## src/design/pmr_pkg.sv

```systemverilog
// Constants, carrier structs and state types for the MII receive status timing block.
// Assumes a single core clock of 40 MHz; every time is turned into core clock cycles here.
`default_nettype none

package pmr_pkg;

   // Core clock period
   localparam int CLK_NS = 25;

   // Bit times per speed
   localparam int BT100_NS = 10;
   localparam int BT10_NS  = 100;

   // Fixed latency in front of the carrier rise and collision lag counters: two sync flops and one edge register
   localparam int PRE_CYC = 3;

   // Latency windows in tenths of a bit time, as min and max
   localparam int DV_ON100_LO   = 30;
   localparam int DV_ON100_HI   = 50;
   localparam int CRS_ON100_LO  = 120;
   localparam int CRS_ON100_HI  = 160;
   localparam int CRS_OFF100_LO = 100;
   localparam int CRS_OFF100_HI = 170;
   localparam int COL_ON100_LO  = 160;
   localparam int COL_ON100_HI  = 220;
   localparam int COL_OFF100_LO = 170;
   localparam int COL_OFF100_HI = 200;
   localparam int RXLAT10_LO    = 42;
   localparam int RXLAT10_HI    = 66;
   localparam int DV_ON10_LO    = 50;
   localparam int DV_ON10_HI    = 320;
   localparam int CRS_TAIL10_LO = 3;
   localparam int CRS_TAIL10_HI = 5;
   localparam int CRS_ON10_LO   = 20;
   localparam int CRS_ON10_HI   = 280;
   localparam int CRS_OFF10_LO  = 60;
   localparam int CRS_OFF10_HI  = 100;
   localparam int COL_ON10_LO   = 10;
   localparam int COL_ON10_HI   = 310;
   localparam int COL_OFF10_LO  = 50;
   localparam int COL_OFF10_HI  = 100;

   // Heartbeat window in ns
   localparam int HB_DLY_MIN_NS = 650;
   localparam int HB_DLY_MAX_NS = 1600;
   localparam int HB_LEN_MIN_NS = 500;
   localparam int HB_LEN_MAX_NS = 1500;

   // Jabber windows in ms
   localparam int JAB_MIN_MS   = 20;
   localparam int JAB_MAX_MS   = 150;
   localparam int UNJAB_MIN_MS = 250;
   localparam int UNJAB_MAX_MS = 750;
   localparam int CYC_PER_MS   = 1000000 / CLK_NS;

   function automatic int ns_lo(input int ns);
      int c;
      c = (ns + CLK_NS - 1) / CLK_NS;
      return (c < 1) ? 1 : c;
   endfunction

   function automatic int ns_hi(input int ns);
      int c;
      c = ns / CLK_NS;
      return (c < 1) ? 1 : c;
   endfunction

   // Midpoint of a window in tenths of a bit time, less the latency already spent
   function automatic logic [7:0] lag_mid(input int lo, input int hi, input int bt, input int pre);
      int m;
      m = (ns_lo((lo * bt) / 10) + ns_hi((hi * bt) / 10)) / 2 - pre;
      if (m < 0) begin
         m = 0;
      end
      return 8'(m);
   endfunction

   localparam logic [7:0] DV_ON100   = lag_mid(DV_ON100_LO, DV_ON100_HI, BT100_NS, 1);
   localparam logic [7:0] CRS_ON100  = lag_mid(CRS_ON100_LO, CRS_ON100_HI, BT100_NS, PRE_CYC);
   localparam logic [7:0] CRS_OFF100 = lag_mid(CRS_OFF100_LO, CRS_OFF100_HI, BT100_NS, 6);
   localparam logic [7:0] COL_ON100  = lag_mid(COL_ON100_LO, COL_ON100_HI, BT100_NS, PRE_CYC);
   localparam logic [7:0] COL_OFF100 = lag_mid(COL_OFF100_LO, COL_OFF100_HI, BT100_NS, PRE_CYC);
   localparam logic [7:0] DV_ON10    = lag_mid(DV_ON10_LO, DV_ON10_HI, BT10_NS, 1);
   localparam logic [7:0] CRS_ON10   = lag_mid(CRS_ON10_LO, CRS_ON10_HI, BT10_NS, PRE_CYC);
   localparam logic [7:0] CRS_OFF10  = lag_mid(CRS_OFF10_LO, CRS_OFF10_HI, BT10_NS, 6);
   localparam logic [7:0] COL_ON10   = lag_mid(COL_ON10_LO, COL_ON10_HI, BT10_NS, PRE_CYC);
   localparam logic [7:0] COL_OFF10  = lag_mid(COL_OFF10_LO, COL_OFF10_HI, BT10_NS, PRE_CYC);
   localparam logic [7:0] DV_OFF     = 8'h00;
   localparam int         CRS_TAIL   = ns_lo((CRS_TAIL10_LO * BT10_NS) / 10);

   // Receive data pipe depth at 10 Mbps; 100 Mbps taps the first stage
   localparam int RX_PIPE = lag_mid(RXLAT10_LO, RXLAT10_HI, BT10_NS, PRE_CYC);

   localparam logic [7:0] HB_DLY_CYC = 8'((ns_lo(HB_DLY_MIN_NS) + ns_hi(HB_DLY_MAX_NS)) / 2 - 4);
   localparam logic [7:0] HB_LEN_CYC = 8'((ns_lo(HB_LEN_MIN_NS) + ns_hi(HB_LEN_MAX_NS)) / 2);

   localparam int JAB_CYC_DEF   = (JAB_MIN_MS + JAB_MAX_MS) / 2 * CYC_PER_MS;
   localparam int UNJAB_CYC_DEF = (UNJAB_MIN_MS + UNJAB_MAX_MS) / 2 * CYC_PER_MS;

   typedef enum logic [2:0] {
      PMR_HB_IDLE  = 3'h1,
      PMR_HB_WAIT  = 3'h2,
      PMR_HB_PULSE = 3'h4
   } pmr_hb_t;

   // Input pin group, line pins with speed and MAC transmit enable, sampled together
   typedef struct packed {
      logic       spd;
      logic       act;
      logic       tx;
      logic       err;
      logic [3:0] data;
   } pmr_pins_t;

   typedef struct packed {
      logic       q;
      logic [7:0] cnt;
   } pmr_lag_st_t;

   typedef struct packed {
      pmr_pins_t                  s1;
      pmr_pins_t                  s2;
      logic [RX_PIPE-1:0][4:0]    pipe;
      logic                       tx_prev;
      logic                       tail;
      logic                       jab;
      logic [31:0]                tcnt;
      logic [31:0]                ucnt;
      pmr_hb_t                    hb;
      logic [7:0]                 hcnt;
      logic                       crs;
      logic                       col;
      logic                       rx_dv;
      logic                       rx_er;
      logic [3:0]                 rxd;
      logic                       line_tx_en;
   } pmr_state_t;

endpackage

`default_nettype wire

```

## src/design/pmr_lag.sv

```systemverilog
// Level follower with separate rise and fall lags counted in core clock cycles.
// Assumes d is already synchronous to clk; a glitch shorter than the lag is swallowed.
`default_nettype none

module pmr_lag (
   input  wire logic       clk,
   input  wire logic       rst_n,
   input  wire logic       d,
   input  wire logic [7:0] rise_cyc,
   input  wire logic [7:0] fall_cyc,
   output logic            q
);

   pmr_pkg::pmr_lag_st_t s;
   pmr_pkg::pmr_lag_st_t next_s;
   logic [7:0]           tgt;

   always_comb begin
      next_s = s;
      tgt    = s.q ? fall_cyc : rise_cyc;
      if (d == s.q) begin
         next_s.cnt = 8'h00;
      end else if (s.cnt >= tgt) begin
         next_s.q   = d;
         next_s.cnt = 8'h00;
      end else begin
         next_s.cnt = s.cnt + 8'h01;
      end
   end

   always_ff @(posedge clk or negedge rst_n) begin
      if (!rst_n) begin
         s <= '0;
      end else begin
         s <= next_s;
      end
   end

   assign q = s.q;

   a_lag_exact: assert property (@(posedge clk) disable iff (!rst_n)
      $changed(s.q) |-> ($past(d) == s.q) && ($past(s.cnt) == $past(tgt)))
      else $error("lag output changed before its count");

endmodule // pmr_lag

`default_nettype wire

```

## src/design/pmr_rx_status.sv

```systemverilog
// MII receive status timing: carrier sense, collision, data valid, heartbeat and jabber.
// Assumes line pins and the MAC transmit enable are asynchronous; each passes two flops.
`default_nettype none

module pmr_rx_status #(
   parameter int unsigned JAB_CYC   = pmr_pkg::JAB_CYC_DEF,
   parameter int unsigned UNJAB_CYC = pmr_pkg::UNJAB_CYC_DEF
) (
   input  wire logic       core_clk,
   input  wire logic       nrst,
   input  wire logic       speed_100,
   input  wire logic       line_receive_input,
   input  wire logic [3:0] line_data,
   input  wire logic       line_err,
   input  wire logic       tx_en,
   output logic            crs,
   output logic            col,
   output logic            rx_dv,
   output logic            rx_er,
   output logic [3:0]      rxd,
   output logic            line_tx_en,
   output logic            jabber
);

   logic [1:0]          rst_pipe;
   logic                rst_n;
   pmr_pkg::pmr_pins_t  pins;
   pmr_pkg::pmr_state_t s;
   pmr_pkg::pmr_state_t next_s;
   logic                crs_raw;
   logic                dv_raw;
   logic                col_raw;
   logic [7:0]          crs_rise;
   logic [7:0]          crs_fall;
   logic [7:0]          col_rise;
   logic [7:0]          col_fall;
   logic [7:0]          dv_rise;
   logic [4:0]          tap;
   logic                tx_fall;

   // Reset is released through two flops so every flop leaves reset on the same edge
   always_ff @(posedge core_clk or negedge nrst) begin
      if (!nrst) begin
         rst_pipe <= 2'h0;
      end else begin
         rst_pipe <= {rst_pipe[0], 1'b1};
      end
   end

   assign rst_n = rst_pipe[1];

   always_comb begin
      pins      = '0;
      pins.spd  = speed_100;
      pins.act  = line_receive_input;
      pins.tx   = tx_en;
      pins.err  = line_err;
      pins.data = line_data;
   end

   // Bit time per speed folds into the lag counts chosen here
   always_comb begin
      if (s.s2.spd) begin
         crs_rise = pmr_pkg::CRS_ON100;
         crs_fall = pmr_pkg::CRS_OFF100;
         col_rise = pmr_pkg::COL_ON100;
         col_fall = pmr_pkg::COL_OFF100;
         dv_rise  = pmr_pkg::DV_ON100;
      end else begin
         crs_rise = pmr_pkg::CRS_ON10;
         crs_fall = pmr_pkg::CRS_OFF10;
         col_rise = pmr_pkg::COL_ON10;
         col_fall = pmr_pkg::COL_OFF10;
         dv_rise  = pmr_pkg::DV_ON10;
      end
   end

   // Carrier follows line receive activity at both speeds; only the lag counts differ by speed
   pmr_lag u_crs_lag (
      .clk      (core_clk),
      .rst_n    (rst_n),
      .d        (s.s2.act),
      .rise_cyc (crs_rise),
      .fall_cyc (crs_fall),
      .q        (crs_raw)
   );

   // Data valid trails carrier on the way up and drops one cycle after it on the way down
   pmr_lag u_dv_lag (
      .clk      (core_clk),
      .rst_n    (rst_n),
      .d        (crs_raw),
      .rise_cyc (dv_rise),
      .fall_cyc (pmr_pkg::DV_OFF),
      .q        (dv_raw)
   );

   // A collision is reception while the MAC transmits
   pmr_lag u_col_lag (
      .clk      (core_clk),
      .rst_n    (rst_n),
      .d        (s.s2.act & s.s2.tx),
      .rise_cyc (col_rise),
      .fall_cyc (col_fall),
      .q        (col_raw)
   );

   always_comb begin
      next_s    = s;
      next_s.s1 = pins;
      next_s.s2 = s.s1;

      // Receive data and error travel a pipe whose tap sets the line latency
      next_s.pipe = {s.pipe[pmr_pkg::RX_PIPE-2:0], {s.s2.err, s.s2.data}};
      tap         = s.s2.spd ? s.pipe[0] : s.pipe[pmr_pkg::RX_PIPE-1];
      next_s.rx_dv = dv_raw;
      next_s.rxd   = dv_raw ? tap[3:0] : 4'h0;
      next_s.rx_er = dv_raw & tap[4];

      // Carrier is held two cycles past data valid so it always drops last
      next_s.tail = s.rx_dv;
      next_s.crs  = crs_raw | s.rx_dv | s.tail;

      // Jabber only guards 10M transmission
      next_s.tx_prev = s.s2.tx;
      tx_fall        = s.tx_prev & ~s.s2.tx;
      if (!s.jab) begin
         if (s.s2.tx && !s.s2.spd) begin
            if (s.tcnt >= 32'(JAB_CYC - 1)) begin
               next_s.jab  = 1'b1;
               next_s.tcnt = 32'h0;
               next_s.ucnt = 32'h0;
            end else begin
               next_s.tcnt = s.tcnt + 32'h1;
            end
         end else begin
            next_s.tcnt = 32'h0;
         end
      end else begin
         if (s.ucnt < 32'(UNJAB_CYC)) begin
            next_s.ucnt = s.ucnt + 32'h1;
         end else if (!s.s2.tx) begin
            next_s.jab = 1'b0;
         end
      end
      next_s.line_tx_en = s.s2.tx & ~next_s.jab;

      // Heartbeat at 10M outside jabber: wait after the MAC stops, then a fixed pulse on collision
      case (s.hb)
         pmr_pkg::PMR_HB_IDLE: begin
            if (tx_fall && !s.s2.spd && !s.jab) begin
               next_s.hb   = pmr_pkg::PMR_HB_WAIT;
               next_s.hcnt = 8'h00;
            end
         end
         pmr_pkg::PMR_HB_WAIT: begin
            if (s.hcnt >= pmr_pkg::HB_DLY_CYC - 8'h01) begin
               next_s.hb   = pmr_pkg::PMR_HB_PULSE;
               next_s.hcnt = 8'h00;
            end else begin
               next_s.hcnt = s.hcnt + 8'h01;
            end
         end
         pmr_pkg::PMR_HB_PULSE: begin
            if (s.hcnt >= pmr_pkg::HB_LEN_CYC - 8'h01) begin
               next_s.hb   = pmr_pkg::PMR_HB_IDLE;
               next_s.hcnt = 8'h00;
            end else begin
               next_s.hcnt = s.hcnt + 8'h01;
            end
         end
         default: begin
            next_s.hb   = pmr_pkg::PMR_HB_IDLE;
            next_s.hcnt = 8'h00;
         end
      endcase

      // Collision output merges line collision, heartbeat and jabber
      next_s.col = col_raw | (s.hb == pmr_pkg::PMR_HB_PULSE) | s.jab;
   end

   always_ff @(posedge core_clk or negedge rst_n) begin
      if (!rst_n) begin
         s    <= '0;
         s.hb <= pmr_pkg::PMR_HB_IDLE;
      end else begin
         s <= next_s;
      end
   end

   assign crs        = s.crs;
   assign col        = s.col;
   assign rx_dv      = s.rx_dv;
   assign rx_er      = s.rx_er;
   assign rxd        = s.rxd;
   assign line_tx_en = s.line_tx_en;
   assign jabber     = s.jab;

   a_jab_inhibit: assert property (@(posedge core_clk) disable iff (!rst_n)
      jabber |-> !line_tx_en)
      else $error("transmit passed during jabber");

   a_jab_collide: assert property (@(posedge core_clk) disable iff (!rst_n)
      jabber |=> col)
      else $error("jabber without collision");

   a_jab_trip: assert property (@(posedge core_clk) disable iff (!rst_n)
      $rose(jabber) |-> ($past(s.tcnt) == 32'(JAB_CYC - 1)) && $past(s.s2.tx))
      else $error("jabber at wrong transmit time");

   a_unjab_wait: assert property (@(posedge core_clk) disable iff (!rst_n)
      $fell(jabber) |-> ($past(s.ucnt) == 32'(UNJAB_CYC)) && !$past(s.s2.tx))
      else $error("jabber released early or with transmit on");

   a_dv_gates_data: assert property (@(posedge core_clk) disable iff (!rst_n)
      !rx_dv |-> (rxd == 4'h0) && !rx_er)
      else $error("receive data without data valid");

   a_dv_in_crs: assert property (@(posedge core_clk) disable iff (!rst_n)
      rx_dv |-> crs)
      else $error("data valid outside carrier");

   a_crs_tail: assert property (@(posedge core_clk) disable iff (!rst_n)
      $fell(rx_dv) && !crs_raw && !$past(crs_raw) |-> crs ##1 (crs || crs_raw) ##1 (!crs || s.rx_dv || s.tail || crs_raw))
      else $error("carrier tail after data valid wrong");

   a_hb_width: assert property (@(posedge core_clk) disable iff (!rst_n)
      (s.hb == pmr_pkg::PMR_HB_PULSE) && (next_s.hb == pmr_pkg::PMR_HB_IDLE)
         |-> (s.hcnt == pmr_pkg::HB_LEN_CYC - 8'h01))
      else $error("heartbeat length wrong");

   // Output stage against the lag followers
   a_crs_follow: assert property (@(posedge core_clk) disable iff (!rst_n)
      $rose(crs_raw)
         |=> crs)
      else $error("carrier missed a raw rise");

   a_crs_quiet: assert property (@(posedge core_clk) disable iff (!rst_n)
      !crs_raw && !rx_dv && !s.tail
         |=> !crs)
      else $error("carrier held without cause");

   a_dv_drop: assert property (@(posedge core_clk) disable iff (!rst_n)
      $fell(crs_raw)
         |-> ##2 !rx_dv)
      else $error("data valid outlived carrier");

   a_dv_after_crs: assert property (@(posedge core_clk) disable iff (!rst_n)
      $rose(rx_dv)
         |-> $past(crs))
      else $error("data valid before carrier");

   a_er_in_dv: assert property (@(posedge core_clk) disable iff (!rst_n)
      rx_er
         |-> rx_dv)
      else $error("receive error without data valid");

   a_tail_set: assert property (@(posedge core_clk) disable iff (!rst_n)
      $fell(rx_dv)
         |-> s.tail)
      else $error("carrier tail not started");

   a_col_follow: assert property (@(posedge core_clk) disable iff (!rst_n)
      $rose(col_raw)
         |=> col)
      else $error("collision missed a raw rise");

   a_col_quiet: assert property (@(posedge core_clk) disable iff (!rst_n)
      $fell(col_raw) && (s.hb != pmr_pkg::PMR_HB_PULSE) && !s.jab
         |=> !col)
      else $error("collision held without cause");

   // Transmit gate and jabber guard
   a_tx_follow: assert property (@(posedge core_clk) disable iff (!rst_n)
      line_tx_en
         |-> $past(s.s2.tx))
      else $error("line transmit without MAC enable");

   a_tx_pass: assert property (@(posedge core_clk) disable iff (!rst_n)
      $past(s.s2.tx) && !jabber
         |-> line_tx_en)
      else $error("transmit blocked outside jabber");

   a_jab_speed: assert property (@(posedge core_clk) disable iff (!rst_n)
      $rose(jabber)
         |-> !$past(s.s2.spd))
      else $error("jabber tripped at 100M");

   a_jab_fast_off: assert property (@(posedge core_clk) disable iff (!rst_n)
      s.s2.spd && !jabber
         |=> !jabber)
      else $error("jabber entered at 100M");

   a_tcnt_idle: assert property (@(posedge core_clk) disable iff (!rst_n)
      !s.s2.tx
         |=> (s.tcnt == 32'h0))
      else $error("transmit timer kept counting while idle");

   a_jab_stay: assert property (@(posedge core_clk) disable iff (!rst_n)
      jabber && (s.ucnt < 32'(UNJAB_CYC))
         |=> jabber)
      else $error("jabber left before unjabber time");

   a_jab_hold_tx: assert property (@(posedge core_clk) disable iff (!rst_n)
      jabber && s.s2.tx
         |=> jabber)
      else $error("jabber left with transmit on");

   // Heartbeat sequencing
   a_hb_start: assert property (@(posedge core_clk) disable iff (!rst_n)
      (s.hb == pmr_pkg::PMR_HB_IDLE) && (next_s.hb == pmr_pkg::PMR_HB_WAIT)
         |-> !s.s2.spd && !s.jab)
      else $error("heartbeat started at 100M or in jabber");

   a_hb_gap: assert property (@(posedge core_clk) disable iff (!rst_n)
      (s.hb == pmr_pkg::PMR_HB_WAIT) && (next_s.hb == pmr_pkg::PMR_HB_PULSE)
         |-> (s.hcnt == pmr_pkg::HB_DLY_CYC - 8'h01))
      else $error("heartbeat delay wrong");

   a_hb_col: assert property (@(posedge core_clk) disable iff (!rst_n)
      (s.hb == pmr_pkg::PMR_HB_PULSE)
         |=> col)
      else $error("heartbeat not shown on collision");

endmodule // pmr_rx_status

`default_nettype wire

```

## config.mk

```make
export PLATFORM = sky130hd
export DESIGN_NAME = pmr_rx_status
export DESIGN_NICKNAME = d
export VERILOG_FILES = /design/src/design/pmr_pkg.sv /design/src/design/pmr_lag.sv /design/src/design/pmr_rx_status.sv
export SDC_FILE = /design/constraint.sdc
export NUM_CORES = 1
export LEC_CHECK = 0
export ABC_AREA = 1
export BUFFER_PORTS_ARGS = -buffer_cell sky130_fd_sc_hd__buf_2
export CAP_MARGIN = 20
export CORE_MARGIN = 2
export CORE_UTILIZATION = 35
export DETAILED_ROUTE_END_ITERATION = 10
export PLACE_DENSITY = 0.59
export SLEW_MARGIN = 20
export SYNTH_ARGS = -nofsm -noshare
export SYNTH_HDL_FRONTEND = slang
export SYNTH_HIERARCHICAL = 1
export SYNTH_SLANG_ARGS = --single-unit
```

## constraint.sdc

```tcl
create_clock -name core_clk -period 19.3 [get_ports core_clk]
set_clock_uncertainty 0.15 [all_clocks]
set_input_delay 0 -clock core_clk [delete_from_list [all_inputs] [get_ports core_clk]]
set_output_delay 0 -clock core_clk [all_outputs]
set_load 0.01 [all_outputs]
```

==> metrics.txt, run 1 <==
status=complete, no violations; number of synthesized flops with an enable pin=0; first-pass GRT wire length=30.3 mm; initial antenna violation count=0; CTS Sinks=222; clock latency at the later pin of the worst-skew pair=roughly 0.53 ns; Synth Area in Compound Gates=3.79%; worst stage delay on the critical path=about 0.54 ns; XOR/XNOR Fraction of Synth Area=3.52%; CTS root buf=clkbuf_16; VDD IR-drop max=0.0000766 V; post-route minimum period=about 2.5 ns; routing usage on met1=18.0%; Synth top area share=57.6%; GP Congestion=0.820; CTS max path bufs=3; Post-route DRC=0; area occupied by registers=0.00556 mm2; period utilization=12.8%; fraction of layout cells with a size suffix above 1=8.37%; unrepaired setup endpoints after global routing=no; Resize count post-CTS=0; post-layout net count=1,126; crit path cell chain=inv_1, mux2_2, ha_1, nand2_1, nor2_1, nor2_1, nand2_1, nand2_1, nand3_2, nor2_1; TritonCTS Buffers=24; Syn. warnings=6; Hold Slack=0.0886 ns; area delta synth->final=15.3%; DR vias=around 6.5k; slew margin rel.=34.3%; Adder-Cell Fraction of Synth Area=4.04%; filler cell count=2,580; Port Buffers=19; Worst Max-Slew Pin Slew=0.985 ns; Avg Cell Area, Syn=around 9.5 um2; Crit path max-delay family=simple AND/OR/NAND/NOR gates; row count=60; synth unique cells=39; startpoint types=flip-flop; GR peak layer=met2; DR WL/cell=11.9 um; Power Density=96.4 mW/mm2; synth cell count leaders=nand2_1, dfrtp_1, nor2_1; largest net degree at the start of global routing=195; CP bufs+invs=1; num ports=20; met2 Usage GRT=19.8%; mux share of post-synthesis cell area=2.65%; Worst Path Arrival=2.77 ns; Post-synth ARST share=100%; number of synthesized register bits=222; die height=170 um; Post-Syn Area=just under 0.01 mm2; final hold vios=0; Worst Setup End Kind=flip-flop; core area=approximately 0.027 mm2; Max Cap Viol=0; drt total wl=around 17 mm; CP max FO=22; leak pwr=5.21 nW; n_diodes=0; Clock Pin Slew Worst Setup and Hold Paths=0.06 ns; initial core utilization=35.6%; sequential fraction of the synthesis area=57.9%; Slew Viols, Final=0; GRT Total Usage=between 10% and 20%; Pre-antenna DRT Iters=4; vias in the first global route=6,344; H-tree lvl count=1; Setup violations, final=0; most frequent cell after synthesis=nand2_1; Post-Syn Instances=a little over 1k; grt total ovfl=0; largest family of logic cells by synthesized area=simple AND/OR/NAND/NOR gates; Synth Flop Type=dfrtp_1; drt via density=4.48; worst min path class=flip-flop to asynchronous set/reset pin; DIE AREA=0.0288 mm2; setup tns final=0 ns; Simple-Gate Fraction of Synth Area=22.4%; Slowest cell on crit path=dfrtp_1; Setup CP Type=flip-flop to flip-flop; TritonCTS clock tree=done; initial DRC count=301; fmax=405 MHz; CP required=19.60 ns; ranking of synthesized cells by area=dfrtp_1, nand2_1, nor2_1; DP HPWL=around 11 mm; largest area contributor in the netlist=dfrtp_1; Detail Route Antenna Nets=0; footprint of the multi-input gates=0.00361 mm2; GR Util met3=2.12%; chip width=170 um
-- flip-flops by register name, indices dropped and copies added (netlist names), 2 cells and up --
register	flops
next_s	99
rst_pipe	2
rxd	4
s	84
u_col_lag/s	8
u_crs_lag/s	8
u_dv_lag/s	8
-- metrics by stage --
step	std cells	util [%]	setup WS [ns]	instance area (um2)	total power, mW
floorplan	1041	-	12.51	9710	0.604
global placement	1382	37.5	16.79	10100	0.626
detailed placement	1382	37.5	16.78	10100	0.629
CTS	1440	41.1	16.75	11100	1.09
global route	1440	41.1	16.51	11100	1.13
finish	1440	41.1	16.83	11100	1.07
-- per-layer routing --
metal  up-vias  wire length [um]
met4         0               278
met3        22               511
li1       3320                 -
met1      3059              8630
met5         -                 0
met2        55              7730
-- cell families (layout without fill, tap and decap cells) --
| group | count (synthesis) | after routing |
|---|---|---|
| flip-flops | 222 | 222 |
| other | 2 | 30 |
| AO/OA/AOI/OAI | 66 | 66 |
| adder cells (fa/ha/maj) | 31 | 31 |
| multiplexers | 25 | 25 |
| AND/OR/NAND/NOR | 505 | 505 |
| buffers and inverters | 126 | 184 |
| XOR/XNOR | 36 | 36 |
-- path summary, 6_finish.rpt --
path / start / depth (start not counted) / to / slack, ns
max in group asynchronous: rst_pipe[1] / 1 / next_s[134] / 17.60
worst max register to register: s[184] / 10 / u_col_lag/s[0] / 16.83
worst max-delay path: s[184] / 10 / u_col_lag/s[0] / 16.83
worst min register to register: rst_pipe[1] / 0 / s[44] / 0.09
min in group core_clk: next_s[170] / 0 / next_s[175] / 0.19
worst min-delay path: rst_pipe[1] / 0 / s[44] / 0.09
-- layout make-up --
| type | instances | share of cell area [%] |
|---|---|---|
| sequential | 222 | 50.2 |
| tap | 341 | 3.85 |
| inverter | 104 | 3.53 |
| timing repair buffer | 40 | 2.80 |
| multi-input combinational | 693 | 32.6 |
| clock inverter | 11 | 1.30 |
| clock buffer | 29 | 5.68 |
-- where the power goes --
| group | internal [mW] | switching [mW] | leakage [nW] | total (mW) |
|---|---|---|---|---|
| combinational | 0.0424 | 0.0630 | 2.00 | 0.105 |
| sequential | 0.491 | 0.0250 | 2.83 | 0.516 |
| clock | 0.261 | 0.184 | 0.376 | 0.446 |
-- timing repair --
| item | 4_1_cts | 5_1_grt |
|---|---|---|
| buffers inserted | 0 | 0 |
| endpoints found under the hold margin | 10 | 0 |
| hold buffers | 18 | 0 |
-- cell usage in the layout, fill, tap and decap left out, types with 3 or more instances in the layout --
cell and count:
nor3_2 5, inv_1 102, mux2_2 3, clkbuf_16 24, dlygate4sd3_1 18, nor2_1 139, xnor2_1 9, nand3_2 7
dfrtp_1 220, clkbuf_1 4, clkinv_2 4, o22ai_1 10, conb_1 30, ha_1 31, buf_2 19, a21o_1 3
xor2_1 24, nand2_1 240, o21ai_0 29, nor2_2 8, a21oi_1 16, xor2_2 3, mux2i_1 22, nor3_1 21
nand3_1 70, nand4_1 8
(Power assumes the default switching activity.)
==> run 2: changes to the inputs <==
- PLACE_DENSITY: 0.59 -> 0.6
- clock period: 19.3 -> 2.2 ns (I/O delays scaled with it)
==> run 2 against run 1 <==
Sequential share of layout area down 1.3 points. Clock power rose to 9.0 times the previous value. Non-clock buffer count up 22. First-iteration DRC count up 10%. Cell count up 1.7%. Sequential cell count unchanged. Combinational power rose to 10 times the previous value. Global-route usage up 0.29 points. Maximum frequency up 20%. Setup slack worse by 17 ns. Routed wire length up 1.5%.
==> metrics.txt, run 2 (synthesis gave the netlist of run 1 again) <==
status=complete, no violations; crit path cell chain=clkinvlp_4, buf_4, mux2i_1, ha_1, nand2_1, nor2_1, nor2_1, nand2_1, nand2_1, nand3_4, nor2_1; VDD IR-drop max=0.000862 V; first-pass GRT wire length=31.3 mm; GR peak layer=met2; DR vias=6,555; GP Congestion=0.824; initial core utilization=35.6%; Setup violations, final=0; n_diodes=0; Worst Setup End Kind=flip-flop; GRT Total Usage=12.9%; die height=170 um; Worst Path Arrival=~2.4 ns; largest net degree at the start of global routing=48; clock latency at the later pin of the worst-skew pair=0.54 ns; fraction of layout cells with a size suffix above 1=10.9%; crit path setup slack, layout=0.138 ns; TritonCTS clock tree=done; DIE AREA=0.0288 mm2; most common cell after layout, fill and taps aside=nand2_1; Placed Cells=around 1.4k; non-filler cells, final=between 1k and 1.5k; Slowest cell on crit path=dfrtp_2; CTS max path bufs=3; chip width=170 um; grt total ovfl=0; Largest register FFs=99; row count=60; Power Density=842 mW/mm2; final hold vios=0; fmax=485 MHz; DR WL/cell=roughly 12 um; Post-route DRC=0; area delta synth->final=18.3%; TritonCTS Buffers=24; initial DRC count=approximately 330; routing usage on met1=18.0%; H-tree lvl count=1; flop2flop setup slack=0.14 ns; post-route minimum period=2.06 ns; reg2reg path depth=11; GR Util met3=2.15%; met2 Usage GRT=about a fifth; Hold Slack=0.0779 ns; CTS Sinks=around 220; CP max FO=8; drt total wl=17.4 mm; Critical path origin=s[184]; DP HPWL=11.8 mm; num ports=20; worst min path class=flip-flop to asynchronous set/reset pin; CP bufs+invs=2; Detail Route Antenna Nets=0; worst slack, placed=0.0585 ns; Crit path max-delay family=simple AND/OR/NAND/NOR gates; reg2reg start=s[184]; core area=0.0270 mm2; reg2reg end=u_crs_lag/s[6]; Port Buffers=19; Setup CP Type=flip-flop to flip-flop; initial antenna violation count=0; Pre-antenna DRT Iters=4; startpoint types=flip-flop; leak pwr=5.34 nW; Max Cap Viol=0; Slew Viols, Final=0; worst stage delay on the critical path=0.43 ns; vias in the first global route=6,628; CP required=2.52 ns; Finished Core Util=42.1%; drt via density=approximately 4.5; period utilization=a little over nine tenths; Clock Pin Slew Worst Setup and Hold Paths=about 0.07 ns; post-layout net count=1,149; CTS root buf=clkbuf_16; most frequent cells in the layout=nand2_1, dfrtp_1, nor2_1; total power=9.56 mW
run 2: power breakdown:
group          leakage [nW]  internal (mW)  switching [mW]
registers              2.83           4.31           0.154
clock network         0.391           2.36            1.67
logic                  2.12          0.433           0.639
total                  5.34           7.10            2.46
run 2: what timing repair did:
action,in CTS,in global routing
setup endpoints to repair,0,43
hold buffers,18,0
hold endpoints to repair,10,0
resized for setup,0,7
setup buffers,0,2
run 2: layout make-up:
class                   instances  area [um2]
clock inverters                10         130
inverters                     104         394
repair buffers                 62         513
multi-input cells             693        3630
clock buffers                  32         691
fillers                      2594       15600
repair inverters                1        7.51
flip-flops and latches        222        5560
well taps                     341         427
run 2: worst max path at each step:
| stage | endpoint | slack (ns) | depth (start not counted) |
|---|---|---|---|
| 2_1_floorplan | col | -0.20 | 0 |
| 3_3_place_gp | u_dv_lag/s[5] | 0.15 | 10 |
| 3_5_place_dp | u_dv_lag/s[4] | 0.06 | 10 |
| 4_1_cts | u_col_lag/s[1] | 0.02 | 10 |
| 5_1_grt | u_col_lag/s[1] | -0.002 | 10 |
| 6_report | u_crs_lag/s[6] | 0.14 | 11 |
run 2: layer usage:
layer	part of all wire [%]	wire length (um)
met2	46	7940
met1	49	8530
met4	2.1	363
met3	3.3	570
met5	0	0
run 2: per-stage QoR:
stage / instance area (um2) / TNS (ns)
6_report: 11400 / 0
5_1_grt: 11400 / -0.00165
2_1_floorplan: 9710 / -43.43
3_5_place_dp: 10300 / 0
4_1_cts: 11300 / 0
3_3_place_gp: 10300 / 0
run 2: worst register-to-register path, delay by kind of cell (launching register included):
family	cells	cell delay, ns
AND/OR/NAND/NOR	7	0.69
adder cells (fa/ha/maj)	1	0.26
flip-flops	1	0.43
multiplexers	1	0.13
buffers and inverters	2	0.35
==> run 3: changes to the inputs <==
- ABC_AREA: 1 -> default
==> run 3 against run 2 <==
The run now ends with setup timing left. Register-to-register slack worse by 0.20 ns. Maximum frequency is 8.7% lower. Hold slack worse by 0.018 ns. Core utilization is 3.8 points higher. Sequential share of layout area is 2.4 points lower. Synthesized cell count is 23% lower.
==> metrics.txt, run 3 <==
Synth Flop Type=dfrtp_1; vias in the first global route=6,156; final hold vios=0; DR vias=6,277; Hold Slack=0.0603 ns; TritonCTS Buffers=23; CP max FO=4; Finished Cell Area=0.0119 mm2; Post-route DRC=0; total power=9.78 mW; placed cell area=roughly 0.010 mm2; post-route minimum period=approximately 2.3 ns; Setup CP Type=flip-flop to flip-flop; area occupied by registers=between 0.005 and 0.006 mm2; period utilization=103%; DIE AREA=0.0277 mm2; CP bufs+invs=1; Largest register FFs=99; CP required=2.45 ns; most frequent cells in the layout=dfrtp_1, nand2_1, buf_4; GRT Total Usage=13.2%; die height=between 150 and 200 um; drt via density=4.93; n_diodes=0; setup tns final=-0.275 ns; ranking of synthesized cells by area=dfrtp_1, ha_1, nand2_1; drt total wl=between 15 and 20 mm; Power Density=around 800 mW/mm2; synth cell count leaders=dfrtp_1, nand2_1, nor2_1; initial antenna violation count=0; Post-Syn Instances=779; GP Congestion=between 0.7 and 0.8; non-filler cells, final=~1.3k; sequential fraction of the synthesis area=roughly three fifths; flop2flop setup slack=-0.06 ns; filler cell count=around 2.4k; Post-synth ARST share=100%; footprint of the multi-input gates=0.00401 mm2; largest area contributor in the netlist=dfrtp_1; area delta synth->final=29.1%; Crit path max-delay family=multiplexers; leak pwr=5.27 nW; Synth top area share=59.8%; TritonCTS clock tree=done; Worst Path Arrival=2.51 ns; initial DRC count=slightly below 400; first-pass GRT wire length=31.0 mm; post-layout net count=962; initial core utilization=35.6%; fmax=443 MHz; grt total ovfl=0; Post-Syn Area=0.00925 mm2; fraction of layout cells with a size suffix above 1=23.6%; Avg Cell Area, Syn=11.9 um2; synth unique cells=72; Max Cap Viol=0; failing checks=setup timing; Worst Max-Slew Pin Slew=0.613 ns; Slowest cell on crit path=dfrtp_1; startpoint types=flip-flop; clock latency at the later pin of the worst-skew pair=0.52 ns; CTS max path bufs=3; number of synthesized flops with an enable pin=0; Pre-antenna DRT Iters=4; status=finished with violations; Port Buffers=19; worst slack, placed=-0.227 ns; num ports=20; crit path setup slack, layout=-0.0578 ns; worst min path class=flip-flop to asynchronous set/reset pin; most frequent cell after synthesis=dfrtp_1; Clock Pin Slew Worst Setup and Hold Paths=0.06 ns; Detail Route Antenna Nets=0; VDD IR-drop max=0.000730 V; Placed Cells=1,198; unrepaired setup endpoints after global routing=yes; row count=59; crit path cell chain=clkinvlp_4, mux2_4, ha_4, nand2b_4, a2111oi_4, o31ai_2, mux2_4; Slew Viols, Final=0; DR WL/cell=between 10 and 15 um; CTS Sinks=222; DP HPWL=11.0 mm; CTS root buf=clkbuf_16; Crit path top cell by count=mux2_4; Syn. warnings=6; core area=0.0260 mm2; number of synthesized register bits=222; worst stage delay on the critical path=0.39 ns; most common cell after layout, fill and taps aside=dfrtp_1; chip width=167 um; Finished Core Util=between 40% and 50%; H-tree lvl count=1; slew margin rel.=between 50% and 60%; Setup violations, final=12; largest net degree at the start of global routing=81; Worst Setup End Kind=flip-flop
==> run 3: kinds of logic after synthesis <==
logic type | synth area share [%]
compound gates | 12.1
xor+xnor | 2.18
fa+ha+maj | 4.19
buf+inv | 2.53
flops | 60.1
mux | 3.73
other cells | 0.0812
simple gates | 15.2
==> run 3: layout make-up <==
cell class / instances / share of cell area [%]
Inverter: 18 / 0.597
Timing Repair Buffer: 119 / 8.86
Sequential cell: 222 / 46.6
Clock inverter: 10 / 1.45
Tap cell: 335 / 3.51
Clock buffer: 32 / 5.44
Multi-Input combinational cell: 537 / 33.6
==> run 3: worst paths after layout <==
check / startpoint / to / cells past startpoint
worst max register to register: s[184] / u_crs_lag/q / 7
worst max-delay path: s[184] / u_crs_lag/q / 7
max in group asynchronous: rst_pipe[1] / next_s[93] / 1
worst min-delay path: rst_pipe[1] / s[71] / 0
worst min register to register: rst_pipe[1] / s[71] / 0
min in group core_clk: next_s[121] / next_s[126] / 0
==> run 3: report_power, final <==
group          total, mW  switching [mW]  leakage, nW  internal [mW]
registers           4.41           0.130         2.83           4.28
clock network       4.17            1.62        0.393           2.55
logic               1.20           0.623         2.05          0.577
total               9.78            2.37         5.27           7.41
==> run 3: timing repair <==
item / in CTS / in global routing
setup buffers: 5 / 6
hold buffers: 18 / 0
pin swaps: 13 / 47
gates cloned: 3 / 1
setup endpoints to repair: 73 / 73
gates resized for setup: 22 / 45
endpoints found under the hold margin: 10 / 0
==> run 3: metal layers <==
| metal | routed length (um) | track usage, % |
|---|---|---|
| met1 | 9020 | 19.2 |
| met2 | 8380 | 20.6 |
| met3 | 627 | 2.40 |
| met4 | 383 | 3.26 |
| met5 | 0 | 0 |
